File: config.mk
export PLATFORM = sky130hd
export DESIGN_NAME = dmm_regs
export DESIGN_NICKNAME = d
export VERILOG_FILES = /design/src/verilog/dmm_pkg.sv /design/src/verilog/dmm_regs.sv
export SDC_FILE = /design/constraint.sdc
export NUM_CORES = 1
export LEC_CHECK = 0
export BUFFER_PORTS_ARGS = -buffer_cell sky130_fd_sc_hd__buf_2
export CAP_MARGIN = 20
export CORE_MARGIN = 4
export CORE_UTILIZATION = 54
export CTS_BUF_LIST = sky130_fd_sc_hd__clkbuf_4 sky130_fd_sc_hd__clkbuf_8
export DETAILED_ROUTE_END_ITERATION = 8
export PLACE_DENSITY_LB_ADDON = 0.08
export SLEW_MARGIN = 20
export SYNTH_ARGS = -nofsm -noshare
export SYNTH_HDL_FRONTEND = slang
export SYNTH_SLANG_ARGS = --single-unit
File: constraint.sdc
create_clock -name mclk -period 2.8 [get_ports mclk]
set_input_delay 0.14 -clock mclk [delete_from_list [all_inputs] [get_ports mclk]]
set_output_delay 0.14 -clock mclk [all_outputs]
set_load 0.02 [all_outputs]
File: src/verilog/dmm_pkg.sv
// dmm_pkg: register map, field positions and timing for the diagnostic
// mask and load-current measurement register bank.
// assumes an 8-bit register port with 8-bit offsets, one clock.
`default_nettype none
package dmm_pkg;
    localparam logic [7:0] DMM_DIAGNOSTIC_INTERRUPT_MASKS_ADDR  = 8'h2d;
    localparam logic [7:0] DMM_SEL_ADDR        = 8'h2e;
    localparam logic [7:0] DMM_RES_HIGH_ADDR   = 8'h2f;
    localparam logic [7:0] DMM_RES_LOW_ADDR    = 8'h30;
    localparam logic [7:0] DMM_FREQ_ADDR       = 8'h31;
    localparam logic [7:0] DMM_ILIM_ADDR       = 8'h32;
    localparam logic [7:0] DMM_ECC_ADDR        = 8'h33;

    // diagnostic mask bit positions
    localparam int DMM_M2_INVALID_BIT = 5;
    localparam int DMM_M2_VALID_BIT   = 4;
    localparam int DMM_M1_INVALID_BIT = 3;
    localparam int DMM_M1_VALID_BIT   = 2;
    localparam int DMM_AN_INVALID_BIT = 1;
    localparam int DMM_AN_VALID_BIT   = 0;
    localparam logic [7:0] DMM_MASK_WMASK = 8'h3f;

    localparam logic [7:0] DMM_SEL_RESET  = 8'h00;
    localparam logic [8:0] DMM_RES_RESET  = 9'h000;
    localparam int DMM_FREQ_UP_BIT        = 2;

    // one step of the result is 20 mA, full scale 10 A
    localparam int DMM_LSB_MA             = 20;
    localparam int DMM_FULL_SCALE_MA      = 10000;
    localparam logic [8:0] DMM_RES_MAX    = 9'(DMM_FULL_SCALE_MA / DMM_LSB_MA);

    // measurement conversion time
    localparam int DMM_CONV_TIME_NS       = 1000;
    localparam int DMM_CLK_PERIOD_NS      = 10;
    localparam int DMM_CONV_CYCLES        =
        (DMM_CONV_TIME_NS + DMM_CLK_PERIOD_NS - 1) / DMM_CLK_PERIOD_NS;
endpackage : dmm_pkg
`default_nettype wire

File: src/verilog/dmm_regs.sv
// dmm_regs: diagnostic interrupt masks, load-current measurement trigger
// and result, switching-frequency report and boost current limit.
// assumes a synchronous single-cycle register port behind the serial
// interface, configuration memory defaults valid while load is high, and
// a current-sense sample from the analog front end.
`default_nettype none

////////////////////////////////////////////////////////////////////////////////
// Contract
// mask bit 5 set blocks the monitor two invalid interrupt, clear passes it.
// mask bit 4 set blocks the monitor two valid interrupt, clear passes it.
// mask bit 3 set blocks the monitor one invalid interrupt, clear passes it.
// mask bit 2 set blocks the monitor one valid interrupt, clear passes it.
// mask bit 1 set blocks the analog rail invalid interrupt, clear passes it.
// mask bit 0 set blocks the analog rail valid interrupt, clear passes it.
// masks gate only interrupts; power-good flags always follow the input.
// masks, frequency and current-limit defaults come from config memory.
// select codes 0 and 2 measure the first converter, 1 and 3 the second.
// every write to the select register starts a new measurement.
// the 9-bit result has its msb in bit 0 of high, low byte in low.
// one result step is 20 mA, range up to 10 A.
// frequency bit 2 reports boost frequency, 0 = 2 MHz, 1 = 4 MHz.
// frequency bits 1-0 report step-down frequency 2, 3, 4, 4 MHz.
// writable 2-bit boost limit field selects 1.0, 1.4, 1.9, 2.8 A.
// result holds the last completed value until the next one completes.
module dmm_regs
    import dmm_pkg::*;
#(
    parameter int CONV_CYCLES = DMM_CONV_CYCLES
) (
    input  wire logic       mclk,                 // 100 MHz clock
    input  wire logic       reset,                // sync reset, active high
    input  wire logic       reg_wr,               // register write strobe
    input  wire logic       reg_rd,               // register read strobe
    input  wire logic [7:0] reg_addr,             // register offset
    input  wire logic [7:0] reg_wdata,            // write data
    output logic      [7:0] reg_rdata,            // read data
    output logic            reg_rvalid,           // read data valid pulse
    input  wire logic       otp_load,             // load defaults from memory
    input  wire logic [5:0] otp_mask,             // mask defaults
    input  wire logic       otp_up_freq,          // boost frequency code
    input  wire logic [1:0] otp_down_freq,        // step-down frequency code
    input  wire logic [1:0] otp_up_ilim,          // boost limit default
    input  wire logic [1:0] otp_ecc,              // correction status
    input  wire logic       external_monitor_one, // monitor one good level
    input  wire logic       external_monitor_two, // monitor two good level
    input  wire logic       analog_supply_rail,   // analog rail good level
    input  wire logic [8:0] sense_first,          // first converter current
    input  wire logic [8:0] sense_second,         // second converter current
    output logic            monitor_one_powergood_irq,   // event pulse
    output logic            monitor_two_powergood_irq,   // event pulse
    output logic            analog_supply_powergood_irq, // event pulse
    output logic            monitor_one_powergood_flag,  // status level
    output logic            monitor_two_powergood_flag,  // status level
    output logic            analog_supply_powergood_flag,// status level
    output logic            meas_busy,            // measurement running
    output logic            meas_second,          // second converter chosen
    output logic [1:0]      step_up_current_limit_code   // boost limit
);

    typedef enum logic [0:0] {DMM_IDLE, DMM_MEAS} dmm_state_t;

    function automatic logic [8:0] dmm_clip(input logic [8:0] v);
        dmm_clip = (v > DMM_RES_MAX) ? DMM_RES_MAX : v;
    endfunction : dmm_clip

    logic [5:0]  mask_reg;
    logic [1:0]  sel_reg;
    logic [8:0]  result_reg;
    logic        step_up_frequency_code;
    logic [1:0]  step_down_frequency_code;
    logic [1:0]  ecc_reg;
    logic [2:0]  good_reg;
    dmm_state_t  state_reg;
    logic [15:0] cnt_reg;
    logic [8:0]  sample;
    logic [2:0]  good_now;
    logic [2:0]  rise;
    logic [2:0]  fall;

    ////////////////////////////////////////////////////////////////////////////
    // masks and boost limit, defaults from configuration memory

    always_ff @(posedge mclk) begin
        if (reset) begin
            mask_reg                   <= 6'h00;
            step_up_current_limit_code <= 2'h0;
        end else if (otp_load) begin
            mask_reg                   <= otp_mask;
            step_up_current_limit_code <= otp_up_ilim;
        end else if (reg_wr) begin
            if (reg_addr == DMM_DIAGNOSTIC_INTERRUPT_MASKS_ADDR) begin
                mask_reg <= reg_wdata[5:0];
            end else if (reg_addr == DMM_ILIM_ADDR) begin
                step_up_current_limit_code <= reg_wdata[1:0];
            end
        end
    end

    always_ff @(posedge mclk) begin
        if (reset) begin
            step_up_frequency_code   <= 1'b0;
            step_down_frequency_code <= 2'h0;
            ecc_reg                  <= 2'h0;
        end else if (otp_load) begin
            step_up_frequency_code   <= otp_up_freq;
            step_down_frequency_code <= otp_down_freq;
            ecc_reg                  <= otp_ecc;
        end
    end

    ////////////////////////////////////////////////////////////////////////////
    // power-good tracking and masked interrupt events

    assign good_now = {external_monitor_two, external_monitor_one,
                       analog_supply_rail};
    assign rise = good_now & ~good_reg;
    assign fall = ~good_now & good_reg;

    always_ff @(posedge mclk) begin
        if (reset) begin
            good_reg                     <= 3'h0;
            monitor_one_powergood_flag   <= 1'b0;
            monitor_two_powergood_flag   <= 1'b0;
            analog_supply_powergood_flag <= 1'b0;
        end else begin
            good_reg                     <= good_now;
            monitor_two_powergood_flag   <= good_now[2];
            monitor_one_powergood_flag   <= good_now[1];
            analog_supply_powergood_flag <= good_now[0];
        end
    end

    always_ff @(posedge mclk) begin
        if (reset) begin
            monitor_one_powergood_irq   <= 1'b0;
            monitor_two_powergood_irq   <= 1'b0;
            analog_supply_powergood_irq <= 1'b0;
        end else begin
            monitor_two_powergood_irq <=
                (fall[2] & ~mask_reg[DMM_M2_INVALID_BIT])
              | (rise[2] & ~mask_reg[DMM_M2_VALID_BIT]);
            monitor_one_powergood_irq <=
                (fall[1] & ~mask_reg[DMM_M1_INVALID_BIT])
              | (rise[1] & ~mask_reg[DMM_M1_VALID_BIT]);
            analog_supply_powergood_irq <=
                (fall[0] & ~mask_reg[DMM_AN_INVALID_BIT])
              | (rise[0] & ~mask_reg[DMM_AN_VALID_BIT]);
        end
    end

    ////////////////////////////////////////////////////////////////////////////
    // load-current measurement

    assign sample = sel_reg[0] ? sense_second : sense_first;

    always_ff @(posedge mclk) begin
        if (reset) begin
            sel_reg <= DMM_SEL_RESET[1:0];
        end else if (reg_wr && reg_addr == DMM_SEL_ADDR) begin
            sel_reg <= reg_wdata[1:0];
        end
    end

    always_ff @(posedge mclk) begin
        if (reset) begin
            state_reg  <= DMM_IDLE;
            cnt_reg    <= 16'h0000;
            result_reg <= DMM_RES_RESET;
            meas_busy  <= 1'b0;
        end else if (reg_wr && reg_addr == DMM_SEL_ADDR) begin
            // a write restarts even while a measurement is running
            state_reg <= DMM_MEAS;
            cnt_reg   <= 16'(CONV_CYCLES - 1);
            meas_busy <= 1'b1;
        end else begin
            case (state_reg)
                DMM_IDLE: begin
                    meas_busy <= 1'b0;
                end
                DMM_MEAS: begin
                    if (cnt_reg == 16'h0000) begin
                        result_reg <= dmm_clip(sample);
                        state_reg  <= DMM_IDLE;
                        meas_busy  <= 1'b0;
                    end else begin
                        cnt_reg <= cnt_reg - 16'h0001;
                    end
                end
                default: state_reg <= DMM_IDLE;
            endcase
        end
    end

    always_ff @(posedge mclk) begin
        if (reset) begin
            meas_second <= 1'b0;
        end else begin
            meas_second <= sel_reg[0];
        end
    end

    ////////////////////////////////////////////////////////////////////////////
    // register read port, unmapped offsets read zero

    always_ff @(posedge mclk) begin
        if (reset) begin
            reg_rdata  <= 8'h00;
            reg_rvalid <= 1'b0;
        end else begin
            reg_rvalid <= reg_rd;
            if (!reg_rd) begin
                reg_rdata <= 8'h00;
            end else if (reg_addr == DMM_DIAGNOSTIC_INTERRUPT_MASKS_ADDR) begin
                reg_rdata <= {2'h0, mask_reg} & DMM_MASK_WMASK;
            end else if (reg_addr == DMM_SEL_ADDR) begin
                reg_rdata <= {6'h00, sel_reg};
            end else if (reg_addr == DMM_RES_HIGH_ADDR) begin
                reg_rdata <= {7'h00, result_reg[8]};
            end else if (reg_addr == DMM_RES_LOW_ADDR) begin
                reg_rdata <= result_reg[7:0];
            end else if (reg_addr == DMM_FREQ_ADDR) begin
                reg_rdata <= {5'h00, step_up_frequency_code,
                              step_down_frequency_code};
            end else if (reg_addr == DMM_ILIM_ADDR) begin
                reg_rdata <= {6'h00, step_up_current_limit_code};
            end else if (reg_addr == DMM_ECC_ADDR) begin
                reg_rdata <= {6'h00, ecc_reg};
            end else begin
                reg_rdata <= 8'h00;
            end
        end
    end

endmodule : dmm_regs
`default_nettype wire
# Word-level counts from Yosys, hierarchy flattened
# Index checks and enable logic that the tools add are counted.
[totals]
elab_cells = 96
ff_bits = 61
out_inout_bits = 19
[op_classes]
n_reduce_logical = 14
add_sub_neg = 1
n_eq_ne = 10
bitwise = 23
mux = 25
order_cmp = 1
[ops]
columns = ["op", "n"]
rows = [
  ["== test 8 x 6 -> 1 bit, second input constant", 7],
  ["2-to-1 mux 6 bit", 6],
  ["2-to-1 mux 7 bit", 3],
  ["2-to-1 mux 9 bit", 2],
  ["logical NOT 16 bit", 1],
  ["subtractor 16 x 1 -> 16 bit, second input constant", 1],
  ["2-to-1 mux 2 bit", 6],
  ["inverter 1 bit", 10],
  ["greater-than comparator 9 bit, second input constant", 1],
  ["2-to-1 mux 8 bit", 1],
  ["nonzero test 2 bit", 4],
  ["bitwise AND 1 bit", 6],
  ["bitwise AND 3 bit", 2],
  ["inverter 3 bit", 2],
  ["AND reduction 2 bit", 3],
  ["AND reduction 3 bit", 2],
  ["2-to-1 mux 1 bit", 5],
  ["OR reduction 5 bit", 1],
  ["inequality test 2 bit, second input constant", 2],
  ["OR reduction 2 bit", 2],
  ["2-to-1 mux 3 bit", 1],
  ["inequality test 3 x 1 -> 1 bit, second input constant", 1],
  ["OR 1 bit", 3],
  ["one-hot mux 1 bit (2 select lines)", 1],
  ["logical AND 1 bit", 1],
]

# Logic depth before layout (Yosys ltp)
[depth]
ltp_word = 8
mapped_depth = 8
depth_no_buf = 6

# Worst setup path before layout
# OpenSTA, ideal clock, no wires.
[synth_timing]
path_type = "reg2reg"
startpoint = "register state_reg"
endpoint = "register cnt_reg[15]"
synth_period_minus_slack_ns = 2.079
slack_ns = 0.721
path_buffers = 2
setup_time_ns = 0.071
arrival_time_ns = 2.008
path_stages_with_launch = 7
path_cell_list = "dfxtp_1 buf_4 or4b_4 or4_1 buf_2 or4_1 a21oi_1"
[synth_between]
elab_chain_len = 1
[synth_lines]
columns = ["item", "line", "source"]
rows = [
  ["start, declared", "dmm_regs.sv:74", "dmm_state_t state_reg;"],
  ["start signal, assigned", "dmm_regs.sv:167", "state_reg <= DMM_IDLE;"],
  ["start signal, assigned", "dmm_regs.sv:173", "state_reg <= DMM_MEAS;"],
  ["start signal, assigned", "dmm_regs.sv:184", "state_reg <= DMM_IDLE;"],
  ["AND reduction 2 bit (no line)", "-", ""],
  ["end signal, assigned", "dmm_regs.sv:174", "cnt_reg <= 16'(CONV_CYCLES - 1);"],
  ["end signal, assigned", "dmm_regs.sv:187", "cnt_reg <= cnt_reg - 16'h0001;"],
  ["end, declared", "dmm_regs.sv:75", "logic [15:0] cnt_reg;"],
]
# No other way between the ends.
# A chain may end at the register's enable or synchronous reset.

# Final worst setup path
# Ends and elaborated chain as after synthesis.

==> impl_metrics.py <==
metrics = {
    "final_layout": {
        "final_cell_mix": "buf_2, dfxtp_1, a21oi_1, nor2_1, mux2i_1",
        "final_cell_count_no_fill": 452,
        "nNetsFinal": 437,
        "largest_reg_flops": 16,
        "area_growth_pct": 24.5,
        "layout_commonest_cell": "buf_2",
        "fin_util": 0.708,
        "drive_gt1_frac": 0.257,
        "diodes": 0,
    },
    "clocking": {
        "clk-insertion-delay-late_ps": 330,
        "cts.repair.resized": 0,
        "clkTransAtPathRegs_ps": 70,
        "hold_buffers": 0,
        "clock_tree.buffer_depth": 2,
        "clkSinkCount": 58,
        "numCtsBuffers": 9,
        "cts_root_buffer": "clkbuf_8",
        "tritoncts": "built",
        "post_cts.repair.setup_buffers": 0,
        "htree_levels": 3,
    },
    "drt": {
        "drt-vias-per-instance": 5.77,
        "routed_wl_um": 6710,
        "post_drt_wl_per_cell_um": 14.8,
        "via_count": 2606,
        "first_iter_violations": 171,
        "final_antenna_net_count": 0,
        "first_pass_iters": 5,
        "drcViolationCount": 0,
    },
    "floorplanning": {
        "rows": 25,
        "die_y_um": 79.2,
        "dieArea_um2": 6280,
        "coreArea_um2": 4820,
        "die_w_um": 79.2,
        "boundaryPins": 74,
        "start_util": 0.569,
    },
    "critical_path": {
        "criticalPathCategory": "flop to flop",
        "path_cells": "or4b_4 > or4_1 > or4_1 > a21oi_1",
        "crit_fanout": 10,
        "cp_top_family": "simple AND/OR/NAND/NOR gates",
        "timing.critical_path.buf_inv": 0,
        "cp_slowest_cell": "or4_1",
        "worstPathArrival_ps": 2540,
        "slowest_delay_ps": 590,
        "cp-start-kind": "flop",
        "cpMostUsedCell": "or4_1",
        "cp-end-kind": "flop",
        "worst_ep_required_time_ps": 3060,
    },
    "min_path": {
        "hp-class": "input port to flop",
    },
    "grt": {
        "grt_first_pass_wirelength_um": 11300,
        "grt_usage": 0.225,
        "grt_antenna_before_repair": 0,
        "grt_overflow": 0,
        "grt_max_degree": 24,
        "grt_pass1_vias": 2440,
    },
    "job": {
        "max-cap-violations": 0,
    },
    "sta": {
        "tightest_slew_ps": 685,
        "drv_slew": 0,
        "finClkSkew_ps": 6.20,
        "setup_viol": 0,
        "setup_tns_ps": 0,
        "fmax_mhz": 439,
        "hold_viol": 0,
        "fin_crit_ps": 2280,
        "finalCritPeriodShare": 0.814,
        "worst_slew_margin_rel": 0.541,
        "rsz0062_at_grt": "false",
    },
    "synthesis": {
        "syn_area_um2": 2740,
        "synth-seq-cells": 58,
        "ys_seq_area_frac": 0.424,
        "synth_ff_type": "dfxtp_1",
        "async_flop_share": 0,
        "syn_inst": 307,
        "yosysUniqueCellTypes": 46,
        "yosys_warnings": 0,
        "syn-num-nets": 364,
        "synth_edf_count": 0,
        "synth.avg_cell_area_um2": 8.93,
    },
    "placed_design": {
        "dp.cells": 436,
        "portBuffers": 71,
        "gp_congestion": 0.894,
        "hpwl_um": 4930,
    },
    "pwr": {
        "p_per_area_nw_per_um2": 578,
        "irDropWorstVdd_mv": 0.386,
        "leakage_nw": 1.42,
    },
    "status": {
        "run_status": "finished clean",
    },
}
[report_power, final]
group          switching [mW]  internal [mW]  leakage (nW)
logic                  0.0816         0.0645         0.820
clock network           0.333          0.637         0.129
registers              0.0123          0.844         0.472
[cell families after synthesis]
| kind of cell | after synthesis | synth area share |
|---|---|---|
| multiplexers | 27 | 0.103 |
| buffers and inverters | 25 | 0.0370 |
| AND/OR/NAND/NOR | 117 | 0.242 |
| adder cells (fa/ha/maj) | 2 | 0.00913 |
| flip-flops | 58 | 0.424 |
| AO/OA/AOI/OAI | 78 | 0.185 |
[path summary, 6_finish.rpt]
| path | end | cells after the start | slack [ps] | from |
|---|---|---|---|---|
| setup / recovery | cnt_reg[15] | 4 | 520 | state_reg |
| hold / removal | ecc_reg[1] | 3 | 40 | otp_ecc[1] |
| setup reg to reg | cnt_reg[15] | 4 | 520 | state_reg |
| hold reg to reg | reg_rdata[7] | 1 | 460 | result_reg[7] |
[cell type report]
class,count,area (um2)
Multi-Input combinational cell,224,1480
Fill cell,425,1410
Sequential cell,58,1160
Timing Repair Buffer,77,400
Clock buffer,11,151
Clock inverter,5,100
Tap cell,67,83.8
Inverter,10,37.5
[worst min-delay path: stages]
cell	delay, ps
buf_2	70
mux2i_1	50
nor2_1	70
[through the flow]
step | hold WS [ps] | instance area, um2 | setup slack [ps] | total power [mW]
6_report | 44.9 | 3410 | 522 | 1.97
5_1_grt | 45.1 | 3410 | 392 | 2.03
4_1_cts | 36.0 | 3410 | 537 | 1.99
3_5_place_dp | 384 | 3160 | 546 | 1.02
3_3_place_gp | 372 | 3160 | 561 | 1.02
2_1_floorplan | 268 | 2740 | 721 | 0.952
[metal layers]
layer,track usage,share of wire
met1,0.314,0.48
met4,0.0893,0.011
met3,0.0442,0.051
met2,0.340,0.46
met5,0,0
[synthesized netlist by cell type, types with 7 or more instances]
cell      instances  share of area
mux2i_1          26          0.095
nor3b_1           7          0.019
o31ai_1           8          0.022
a21oi_1          27          0.049
nand2b_1          7          0.016
nor2_1           26          0.036
or4_1             9          0.025
o21ai_0           8          0.015
dfxtp_1          58           0.42
nand3_1           9          0.016
a211oi_1         14          0.038
nand2_1          20          0.027
inv_1            10          0.014
clkbuf_1         10          0.014
(Power assumes the default switching activity.)
